==> src/logic/rim_pkg.sv <==
// package: constants and types for the remote interface monitor
`default_nettype none
package rim_pkg;
   // interface codes for the current remote owner
   typedef enum logic [2:0] {
      RIM_OWN_NONE,
      RIM_OWN_REAR,
      RIM_OWN_FRONT,
      RIM_OWN_NET,
      RIM_OWN_ANALOG,
      RIM_OWN_MASTER
   } rim_owner_t;

   localparam int RIM_TMO_W     = 16;       // width of timeout settings, in ticks
   localparam int RIM_CLK_HZ    = 10000000; // clock rate
   localparam int RIM_TICK_MS   = 1;        // monitor tick period, in ms
   localparam int RIM_TICK_CYC  = (RIM_CLK_HZ / 1000) * RIM_TICK_MS;
   localparam int RIM_TICK_W    = 14;
   localparam logic [RIM_TMO_W-1:0] RIM_TMO_ZERO = 16'h0000;
   localparam logic [RIM_TMO_W-1:0] RIM_TMO_ONE  = 16'h0001;
   localparam logic [RIM_TMO_W-1:0] RIM_MS_TMO_DEF = 16'h0064; // 100 ticks heartbeat loss
endpackage : rim_pkg
`default_nettype wire

==> src/logic/rim_monitor.sv <==
// remote interface monitor: access control, message timeout, link supervision
`default_nettype none
// What this block does
// - front port reads of values and status are always answered
// - front port writes rejected while master or another interface holds control
// - front port accepts both text and framed protocols, reduced command subset only
// - rear port grants the full command set, master operation only on a non-slave unit
// - only the interface holding remote control is supervised
// - a slave unit keeps its host-interface monitor inactive
// - master-slave link loss raises the master-slave protection alarm
// - no message within the programmed period declares a timeout
// - each message on the supervised interface restarts the period
// - on timeout the device leaves remote control
// - on timeout with output on, output follows the after-remote setting
// - a new timeout value applies only after the running period elapses or the monitor goes inactive
// - network connection timeout runs independently alongside the monitor
// - remote request refused with error during master-slave; master init of USB-held slave refused
module rim_monitor #(
   parameter int TICK_CYC = rim_pkg::RIM_TICK_CYC
) (
   input  wire logic                          i_mclk,
   input  wire logic                          i_rst_b,
   // configuration, same clock domain
   input  wire logic                          i_mon_enable,
   input  wire logic [rim_pkg::RIM_TMO_W-1:0] i_mon_timeout,
   input  wire logic [rim_pkg::RIM_TMO_W-1:0] i_net_timeout,
   input  wire logic                          i_keep_on_after_remote,
   input  wire logic                          i_is_slave,
   input  wire logic                          i_ms_running,
   // remote control requests, one-cycle pulses
   input  wire logic                          i_req_valid,
   input  wire rim_pkg::rim_owner_t           i_req_src,
   input  wire logic                          i_release,
   // message strobes per interface
   input  wire logic                          i_msg_rear,
   input  wire logic                          i_msg_front,
   input  wire logic                          i_msg_net,
   input  wire logic                          i_msg_master,
   // front and rear command classification
   input  wire logic                          i_front_cmd,
   input  wire logic                          i_front_is_write,
   input  wire logic                          i_front_in_subset,
   input  wire logic                          i_rear_cmd,
   input  wire logic                          i_rear_is_master,
   // master-slave link health, from pins
   input  wire logic                          i_ms_link_ok,
   input  wire logic                          i_ms_heartbeat,
   input  wire logic                          i_alarm_ack,
   // dc output state from the power stage
   input  wire logic                          i_dc_on,
   output logic                               o_remote,
   output rim_pkg::rim_owner_t                o_owner,
   output logic                               o_req_error,
   output logic                               o_front_accept,
   output logic                               o_front_reject,
   output logic                               o_rear_accept,
   output logic                               o_timeout,
   output logic                               o_dc_off_req,
   output logic                               o_net_timeout,
   output logic                               o_msp_alarm
);
   localparam int TW = rim_pkg::RIM_TMO_W;

   rim_pkg::rim_owner_t owner_r;
   logic [TW-1:0] cnt_r;
   logic [TW-1:0] period_r;
   logic [TW-1:0] net_cnt_r;
   logic [TW-1:0] ms_cnt_r;
   logic [rim_pkg::RIM_TICK_W-1:0] div_r;
   logic tick;
   logic mon_active;
   logic sup_msg;
   logic expire;
   logic link_s1_r, link_s2_r, hb_s1_r, hb_s2_r, hb_d_r;
   logic net_up_r;

   // tick divider; all timeouts count in ticks
   always_ff @(posedge i_mclk or negedge i_rst_b) begin
      if (!i_rst_b) begin
         div_r <= '0;
      end else if (div_r == rim_pkg::RIM_TICK_W'(TICK_CYC - 1)) begin
         div_r <= '0;
      end else begin
         div_r <= div_r + 1'b1;
      end
   end
   assign tick = (div_r == rim_pkg::RIM_TICK_W'(TICK_CYC - 1));

   // message strobe of the owner only; other interfaces are ignored
   always_comb begin
      case (owner_r)
         rim_pkg::RIM_OWN_REAR:   sup_msg = i_msg_rear;
         rim_pkg::RIM_OWN_FRONT:  sup_msg = i_msg_front;
         rim_pkg::RIM_OWN_NET:    sup_msg = i_msg_net;
         default:                 sup_msg = 1'b0;
      endcase
   end

   // slave units and master-owned or analog control are never host-monitored
   assign mon_active = i_mon_enable && !i_is_slave && (owner_r == rim_pkg::RIM_OWN_REAR
                       || owner_r == rim_pkg::RIM_OWN_FRONT
                       || owner_r == rim_pkg::RIM_OWN_NET);
   assign expire = mon_active && tick && !sup_msg && (cnt_r + 1'b1 >= period_r)
                   && (period_r != rim_pkg::RIM_TMO_ZERO);

   // monitor counter; the period is latched while the monitor is inactive and on expiry, not on a message restart
   always_ff @(posedge i_mclk or negedge i_rst_b) begin
      if (!i_rst_b) begin
         cnt_r    <= '0;
         period_r <= '0;
      end else if (!mon_active) begin
         cnt_r    <= '0;
         period_r <= i_mon_timeout;
      end else if (sup_msg) begin
         cnt_r    <= '0;
      end else if (expire) begin
         cnt_r    <= '0;
         period_r <= i_mon_timeout;
      end else if (tick) begin
         cnt_r    <= cnt_r + 1'b1;
      end
   end

   // ownership: one owner at a time; master-slave excludes user interfaces
   always_ff @(posedge i_mclk or negedge i_rst_b) begin
      if (!i_rst_b) begin
         owner_r     <= rim_pkg::RIM_OWN_NONE;
         o_req_error <= 1'b0;
      end else begin
         o_req_error <= 1'b0;
         if (expire) begin
            owner_r <= rim_pkg::RIM_OWN_NONE;
         end else if (i_release) begin
            owner_r <= rim_pkg::RIM_OWN_NONE;
         end else if (i_req_valid) begin
            if (i_req_src == rim_pkg::RIM_OWN_MASTER) begin
               if (owner_r == rim_pkg::RIM_OWN_REAR || owner_r == rim_pkg::RIM_OWN_FRONT) begin
                  o_req_error <= 1'b1;         // usb holds control
               end else begin
                  owner_r <= rim_pkg::RIM_OWN_MASTER;
               end
            end else if (i_ms_running || owner_r == rim_pkg::RIM_OWN_MASTER) begin
               o_req_error <= 1'b1;
            end else if (owner_r == rim_pkg::RIM_OWN_NONE || owner_r == i_req_src) begin
               owner_r <= i_req_src;
            end else begin
               o_req_error <= 1'b1;
            end
         end
      end
   end

   // command gating for front and rear ports
   always_ff @(posedge i_mclk or negedge i_rst_b) begin
      if (!i_rst_b) begin
         o_front_accept <= 1'b0;
         o_front_reject <= 1'b0;
         o_rear_accept  <= 1'b0;
      end else begin
         // front: subset only; reads always, writes only when nobody else controls
         o_front_accept <= i_front_cmd && i_front_in_subset && (!i_front_is_write
                           || owner_r == rim_pkg::RIM_OWN_NONE
                           || owner_r == rim_pkg::RIM_OWN_FRONT);
         o_front_reject <= i_front_cmd && (!i_front_in_subset || (i_front_is_write
                           && owner_r != rim_pkg::RIM_OWN_NONE
                           && owner_r != rim_pkg::RIM_OWN_FRONT));
         // rear: full set, master commands too unless the unit is a slave
         o_rear_accept  <= i_rear_cmd && (!i_rear_is_master || !i_is_slave);
      end
   end

   // timeout outputs and dc output action
   always_ff @(posedge i_mclk or negedge i_rst_b) begin
      if (!i_rst_b) begin
         o_timeout    <= 1'b0;
         o_dc_off_req <= 1'b0;
      end else begin
         o_timeout    <= expire;
         o_dc_off_req <= expire && i_dc_on && !i_keep_on_after_remote;
      end
   end

   // network connection timeout, independent of the monitor
   always_ff @(posedge i_mclk or negedge i_rst_b) begin
      if (!i_rst_b) begin
         net_cnt_r     <= '0;
         net_up_r      <= 1'b0;
         o_net_timeout <= 1'b0;
      end else begin
         o_net_timeout <= 1'b0;
         if (i_msg_net) begin
            net_cnt_r <= '0;
            net_up_r  <= 1'b1;
         end else if (net_up_r && tick && i_net_timeout != rim_pkg::RIM_TMO_ZERO) begin
            if (net_cnt_r + rim_pkg::RIM_TMO_ONE >= i_net_timeout) begin
               net_cnt_r     <= '0;
               net_up_r      <= 1'b0;
               o_net_timeout <= 1'b1;
            end else begin
               net_cnt_r <= net_cnt_r + 1'b1;
            end
         end
      end
   end

   // link pins are asynchronous: two-stage synchronisers
   always_ff @(posedge i_mclk or negedge i_rst_b) begin
      if (!i_rst_b) begin
         link_s1_r <= 1'b0;
         link_s2_r <= 1'b0;
         hb_s1_r   <= 1'b0;
         hb_s2_r   <= 1'b0;
         hb_d_r    <= 1'b0;
      end else begin
         link_s1_r <= i_ms_link_ok;
         link_s2_r <= link_s1_r;
         hb_s1_r   <= i_ms_heartbeat;
         hb_s2_r   <= hb_s1_r;
         hb_d_r    <= hb_s2_r;
      end
   end

   // link watch: loss of link or heartbeat while running raises the alarm;
   // alarm is sticky until acknowledged, a new fault wins over the ack
   always_ff @(posedge i_mclk or negedge i_rst_b) begin
      if (!i_rst_b) begin
         ms_cnt_r    <= '0;
         o_msp_alarm <= 1'b0;
      end else begin
         if (!i_ms_running || hb_s2_r != hb_d_r) begin
            ms_cnt_r <= '0;
         end else if (tick && ms_cnt_r != rim_pkg::RIM_MS_TMO_DEF) begin
            ms_cnt_r <= ms_cnt_r + 1'b1;
         end
         if (i_ms_running && (!link_s2_r || ms_cnt_r == rim_pkg::RIM_MS_TMO_DEF)) begin
            o_msp_alarm <= 1'b1;
         end else if (i_alarm_ack) begin
            o_msp_alarm <= 1'b0;
         end
      end
   end

   // registered owner view
   always_ff @(posedge i_mclk or negedge i_rst_b) begin
      if (!i_rst_b) begin
         o_owner  <= rim_pkg::RIM_OWN_NONE;
         o_remote <= 1'b0;
      end else begin
         o_owner  <= owner_r;
         o_remote <= (owner_r != rim_pkg::RIM_OWN_NONE);
      end
   end

   // expiry drops remote control on the next edge
   leave_remote_a: assert property (@(posedge i_mclk) disable iff (!i_rst_b)
      expire |=> owner_r == rim_pkg::RIM_OWN_NONE)
      else $error("remote kept after timeout");
   // dc off follows expiry only when setting says off
   dc_action_a: assert property (@(posedge i_mclk) disable iff (!i_rst_b)
      o_dc_off_req |-> $past(expire) && $past(i_dc_on) && !$past(i_keep_on_after_remote))
      else $error("dc off without cause");
   // counter cleared while idle
   idle_clear_a: assert property (@(posedge i_mclk) disable iff (!i_rst_b)
      !mon_active |=> cnt_r == '0)
      else $error("counter not cleared while idle");
   // slave never expires
   slave_quiet_a: assert property (@(posedge i_mclk) disable iff (!i_rst_b)
      i_is_slave |-> !expire)
      else $error("slave monitor expired");
   // message restarts period
   msg_restart_a: assert property (@(posedge i_mclk) disable iff (!i_rst_b)
      mon_active && sup_msg |=> cnt_r == '0)
      else $error("message did not restart period");
   // period held while running
   period_hold_a: assert property (@(posedge i_mclk) disable iff (!i_rst_b)
      mon_active && $past(mon_active) && !$past(expire) |-> $stable(period_r))
      else $error("period changed mid-run");
   // front write rejected under master control
   front_reject_a: assert property (@(posedge i_mclk) disable iff (!i_rst_b)
      i_front_cmd && i_front_is_write && owner_r == rim_pkg::RIM_OWN_MASTER
      |=> o_front_reject && !o_front_accept)
      else $error("front write not rejected");
   // front subset read always answered
   front_read_a: assert property (@(posedge i_mclk) disable iff (!i_rst_b)
      i_front_cmd && !i_front_is_write && i_front_in_subset |=> o_front_accept)
      else $error("front read refused");
   // link loss raises alarm
   msp_raise_a: assert property (@(posedge i_mclk) disable iff (!i_rst_b)
      i_ms_running && !link_s2_r |=> o_msp_alarm)
      else $error("link loss without alarm");
endmodule : rim_monitor
`default_nettype wire

==> config.mk <==
export PLATFORM = sky130hd
export DESIGN_NAME = rim_monitor
export DESIGN_NICKNAME = d
export VERILOG_FILES = /design/src/logic/rim_pkg.sv /design/src/logic/rim_monitor.sv
export SDC_FILE = /design/constraint.sdc
export NUM_CORES = 1
export LEC_CHECK = 0
export BUFFER_PORTS_ARGS = -buffer_cell sky130_fd_sc_hd__buf_4
export CORE_UTILIZATION = 50
export DETAILED_ROUTE_END_ITERATION = 8
export PLACE_DENSITY = 0.7
export SYNTH_ARGS = -nofsm -noshare
export SYNTH_HDL_FRONTEND = slang
export SYNTH_SLANG_ARGS = --single-unit
==> constraint.sdc <==
create_clock -name i_mclk -period 7.5 [get_ports i_mclk]
set_input_delay 0 -clock i_mclk [delete_from_list [all_inputs] [get_ports i_mclk]]
set_output_delay 0 -clock i_mclk [all_outputs]
set_load 0.005 [all_outputs]
==> results of run 1 <==
area by class of cell:
type | instances | share of cell area
Multi-Input combinational cell | 426 | 0.428
Clock inverter | 5 | 0.00900
Timing Repair Buffer | 104 | 0.128
Sequential cell | 99 | 0.364
Tap cell | 140 | 0.0257
Inverter | 44 | 0.0243
Clock buffer | 11 | 0.0208
power groups by stage:
stage	sequential [uW]	combinational, uW	clock [uW]
floorplan	563	40.1	0
global placement	568	84.4	0
detailed placement	568	88.1	0
CTS	558	104	368
global route	560	114	386
finish	558	103	357
metrics by stage:
| stage | util | std cells | hold slack, ns | area, sq um |
|---|---|---|---|---|
| floorplan | - | 580 | -0.296 | 5610 |
| global placement | 0.573 | 776 | -0.00692 | 6240 |
| detailed placement | 0.573 | 776 | -0.000889 | 6240 |
| CTS | 0.625 | 829 | 0.00130 | 6810 |
| global route | 0.625 | 829 | 0.0263 | 6810 |
| finish | 0.625 | 829 | 0.0214 | 6810 |
flip-flops by register name (all words and copies together) (netlist names), 3 cells and up:
register,flops
o_owner,3
period_r,16
owner_r,3
net_cnt_r,16
ms_cnt_r,16
div_r,14
cnt_r,16
worst min path at each step:
stage                           endpoint  slack (ns)  cells past startpoint
after global placement     net_cnt_r[12]      -0.007                      1
final                     o_front_accept        0.02                      3
after CTS                 o_front_accept       0.001                      3
after global routing      o_front_accept        0.03                      3
after floorplan                 cnt_r[0]       -0.30                      0
after detailed placement   net_cnt_r[12]     -0.0009                      1
kinds of logic after synthesis:
logic type	count (synthesis)
simple gates	238
flops	99
compound gates	84
buf+inv	55
xor+xnor	46
fa+ha+maj	37
mux	21
critical path: cells and delay by family, from the launching register on:
kind	cells	cell delay (ns)
AND/OR/NAND/NOR	5	1.52
flip-flops	1	0.44
AO/OA/AOI/OAI	3	1.64
adder cells (fa/ha/maj)	1	0.31
multiplexers	1	0.43
XOR/XNOR	1	0.18
layer usage:
layer  share of wire  routed length (um)  GRT usage
met3           0.042                 513     0.0478
met1            0.45                5500      0.295
met2            0.49                6070      0.385
met4           0.016                 197     0.0734
met5               0                   0          0
cells in the final DEF (no fill, tap or decap), types with 10 or more instances in the layout:
cell type and instances:
a21o_1 18, a21oi_1 21, and3_1 18, buf_4 67, clkbuf_8 10, dfrtp_1 99, dlygate4sd3_1 37, ha_1 37
inv_1 44, mux2_2 16, nand2_1 61, nand2b_1 23, nand3_1 21, nand4_1 14, nor2_1 40, nor4_1 14
o21ai_0 15, xnor2_1 26, xor2_1 20
==> out/results.ini, run 1 <==
[status]
status = finished, final reports clean

[hold_path]
hold_class = in2reg
min_from = i_front_is_write

[finish]
antenna_cells = 0
syn_to_final_growth_pct = 21.4
drive_gt1_frac = 0.152
ff_latch_area_sq_um = 2480
fill_cells = 927
multiInputGateArea_sq_um = 2920
fin_nets = 777

[synth]
ys_top_cells_by_area = dfrtp_1 44%, ha_1 8.3%, nand2_1 4.1%
ys_warn_count = 0
syn_area_per_cell_sq_um = 9.67
synth_top_family_by_area = simple AND/OR/NAND/NOR gates
yosys.area_share.xor_xnor = 0.0719
synth-main-ff-cell = dfrtp_1
yosysTopAreaCell = dfrtp_1
ys_seq_elements = 99
synthAdderAreaFrac = 0.0826
synthMuxAreaShare = 0.0413
syn_nets = 673
synth_cell_types = 45
synthArstFlopShare = 1.00
synthTopCellsByCount = 99 x dfrtp_1, 61 x nand2_1, 44 x inv_1, 40 x nor2_1, 37 x ha_1
syn_inst = 580
yosys.area_share.simple = 0.220
synth_top_area_frac = 0.442
ys_seq_area_frac = 0.442
syn_area_sq_um = 5610
synth_edf_count = 0
synth_compound_area_frac = 0.104
synth.most_common_cell = dfrtp_1

[sta]
max_freq_ghz = 0.215
final_hold_viol_count = 0
rsz0062_at_grt = no
fin_crit_ns = 4.66
relSlewSlack = 0.239
finalClockSkew_ns = 0.0116
slew_violations = 0
setup_tns_ns = 0
setup_violations = 0
worst_slack_ns = 2.84
fin_crit_sh = 0.621
worst_pin_slew_ns = 1.14

[critical_path]
critPathMaxFanout = 16
crit_start = cnt_r[6]
slowest_delay_ns = 1.08
crit_end = period_r[9]
arrival_ns = 4.92
crit_path_frequent_cell = nand4_1
r2r_start = cnt_r[6]
rrSetupSlack_ns = 2.84
critPathCaptureType = flop
r2r_end = period_r[9]
required_ns = 7.76
reg2reg_depth = 11
crit_chain = nand4_1 -> nor4_1 -> nand3_1 -> xnor2_1 -> ha_1 -> and4_1 -> nand4_1 -> a2111oi_0 -> o31a_1 -> a2111oi_4 -> mux2_2
critPathSlowestCell = a2111oi_4
critPathKind = reg2reg
critPathLaunchType = flop

[grt]
grt_overflow = 0
grt_use_total = 0.229
antenna_found_initial = 0
grt_max_degree = 63
grt_pass1_wl_um = 20500
grt_pass1_vias = 4447

[placed_design]
routabilityCongestion = 0.839
io_buffers = 66
hpwl_um = 8770
pre_cts_slack_ns = 2.95

[cts]
cts_buffers = 9
clk_pin_slew_ns = 0.09
clk_latency_ns = 0.38
postCtsSetupRepairBufs = 0
cts_hold_buf = 37
cts_tree = yes
h-tree-depth = 3
clkSinkCount = 99
clock-root-buffer = clkbuf_8
cts_resized = 0
clockBufferDepth = 2

[power_and_ir_drop]
powerDensity_nw_per_um2 = 150
ir_drop_uv = 121
p_comb_frac = 0.101
switching_share = 0.246
p_total_uw = 1020
leakagePower_uw = 0.00342
seq_power_share = 0.548
switchingPower_uw = 250
p_int_uw = 768
clkPwrFrac = 0.351

[floorplan]
start_util = 0.515
io_pins = 68
coreArea_sq_um = 10900
rows = 38
die_y_um = 108
die-area_sq_um = 11600
dieWidth_um = 108

[route]
wirelength_um = 12300
via_per_inst = 5.49
antenna_left = 0
drc = 0
dr.pass1.iters = 4
wl_per_cell_um = 14.8
vias = 4550
drtIter0Drc = 264

[run]
cap_viol_max_count = 0

Power figures use the tool's default switching activity.
==> inputs of run 2 (changes only) <==
--- a/config.mk
+++ b/config.mk
@@ -8,7 +8,7 @@
 export BUFFER_PORTS_ARGS = -buffer_cell sky130_fd_sc_hd__buf_4
 export CORE_UTILIZATION = 50
 export DETAILED_ROUTE_END_ITERATION = 8
-export PLACE_DENSITY = 0.7
+export PLACE_DENSITY = 0.73
 export SYNTH_ARGS = -nofsm -noshare
 export SYNTH_HDL_FRONTEND = slang
 export SYNTH_SLANG_ARGS = --single-unit
==> constraint.sdc (replaced) <==
create_clock -name i_mclk -period 4 [get_ports i_mclk]
set_input_delay 0 -clock i_mclk [delete_from_list [all_inputs] [get_ports i_mclk]]
set_output_delay 0 -clock i_mclk [all_outputs]
set_load 0.005 [all_outputs]
==> out/results.ini, run 2 (same netlist as run 1, synthesis figures left out) <==
[cts]
h-tree-depth = 3  ; unchanged
clkSinkCount = 99  ; unchanged
clockBufferDepth = 2  ; unchanged
cts_buffers = 9  ; unchanged
cts_tree = yes
clk_pin_slew_ns = 0.09  ; about the same
clock-root-buffer = clkbuf_8
clk_latency_ns = 0.37  ; about the same

[placed_design]
dp.cells = 780  ; +0.52%
hpwl_um = 8660  ; -1.3%
io_buffers = 66  ; unchanged
routabilityCongestion = 0.891  ; +6.1%

[route]
vias = 4600  ; +1.1%
via_per_inst = 5.51  ; +0.37%
wirelength_um = 12600  ; +2.4%
dr.pass1.iters = 4  ; unchanged
antenna_left = 0  ; unchanged
drc = 0  ; unchanged
drtIter0Drc = 230  ; -13%
wl_per_cell_um = 15.1  ; +1.7%

[sta]
worst_pin_slew_ns = 1.09  ; -0.0518 ns
max_freq_ghz = 0.263  ; +22%
slew_violations = 0  ; unchanged
setup_violations = 0  ; unchanged
final_hold_viol_count = 0  ; unchanged
finalClockSkew_ns = 0.0121  ; +0.000465 ns
fin_crit_ns = 3.80  ; -0.852 ns
fin_crit_sh = 0.951  ; +0.330
relSlewSlack = 0.271  ; +0.0326

[finish]
syn_to_final_growth_pct = 22.3
drive_gt1_frac = 0.164  ; +0.0116
antenna_cells = 0  ; unchanged
layout_commonest_cell = dfrtp_1
layout_common_cells = 98 x dfrtp_1, 74 x buf_4, 61 x nand2_1, 44 x inv_1, 40 x nor2_1
finalNonFillerCells = 835  ; +0.72%
final_core_utilization = 0.630  ; +0.00425
fin_nets = 784  ; +0.90%

[critical_path]
arrival_ns = 4.06  ; -0.86 ns
critPathLaunchType = flop
critPathCaptureType = flop
required_ns = 4.25  ; -3.51 ns
critPathMaxFanout = 8  ; -8
critPathKind = reg2reg

[floorplan]
die_y_um = 108  ; unchanged
die-area_sq_um = 11600  ; unchanged
start_util = 0.515  ; unchanged
coreArea_sq_um = 10900  ; unchanged
dieWidth_um = 108  ; unchanged
rows = 38  ; unchanged
io_pins = 68  ; unchanged

[grt]
grt_pass1_vias = 4679  ; +5.2%
grt_use_total = 0.238  ; +0.00834
grt_max_degree = 68  ; +7.9%
grt_overflow = 0  ; unchanged
grt_pass1_wl_um = 21500  ; +4.6%
antenna_found_initial = 0  ; unchanged

[status]
status = finished, final reports clean

[run]
cap_viol_max_count = 0  ; unchanged

[hold_path]
hold_class = in2reg

[power_and_ir_drop]
powerDensity_nw_per_um2 = 274  ; +83%
ir_drop_uv = 184  ; +52%
leakagePower_uw = 0.00344  ; +0.60%

-- run 2: worst paths after layout --
check,from,to,slack [ns],depth (start not counted)
min in group asynchronous,i_rst_b,period_r[5],0.27,2
min,i_ms_running,o_req_error,0.12,3
min reg2reg,link_s1_r,link_s2_r,0.36,0
max reg2reg,cnt_r[5],period_r[4],0.20,14
max in group asynchronous,i_rst_b,o_owner[1],2.75,3
max,cnt_r[5],period_r[4],0.20,14
-- run 2: through the flow --
stage                     hold slack (ns)  cell area, sq um  setup WS (ns)  total power, uW  TNS (ns)
after floorplan                    -0.296              5610          0.431             1130         0
after global placement              0.112              6270          0.279             1220         0
after detailed placement            0.111              6270          0.137             1230         0
after CTS                           0.120              6810          0.101             1900         0
after global routing                0.141              6860        -0.0297             1970   -0.0981
final                               0.120              6860          0.196             1880         0
-- run 2: worst max-delay path, stage by stage (launching register included) --
cell       delay, ns
dfrtp_1         0.45
nand4_1         0.21
nor4_1          0.37
buf_4           0.20
nand3_1         0.13
xnor2_1         0.16
ha_1            0.31
and4_1          0.24
nand4_1         0.14
a2111oi_0       0.40
o31a_1          0.35
a2111oi_4       0.11
buf_4           0.17
buf_6           0.14
mux2_1          0.30
-- run 2: cell type report --
type / instances / area (sq um)
inverters: 44 / 165
clock buffers: 11 / 141
flip-flops and latches: 99 / 2480
fillers: 876 / 4030
clock inverters: 4 / 51.3
repair buffers: 111 / 928
multi-input cells: 426 / 2920
well taps: 140 / 175
-- run 2: metal layers --
metal / vias to the layer above / wire length [um] / track usage
li1: 2239 / - / -
met1: 2230 / 5650 / 0.307
met2: 106 / 6110 / 0.389
met3: 25 / 520 / 0.0387
met4: 0 / 313 / 0.114
met5: - / 0 / 0
-- run 2: what timing repair did --
item,CTS,global route
buffers inserted,0,4
hold buffers,35,0
hold endpoints to repair,96,0
gates resized for setup,0,5
setup endpoints to repair,0,16
-- run 2: report_power, final --
part	internal (uW)	leakage, uW	total (uW)	switching, uW
clock	303	0.0000954	637	334
combinational	107	0.00204	196	88.9
sequential	1020	0.00130	1050	23.0
total	1430	0.00344	1880	446
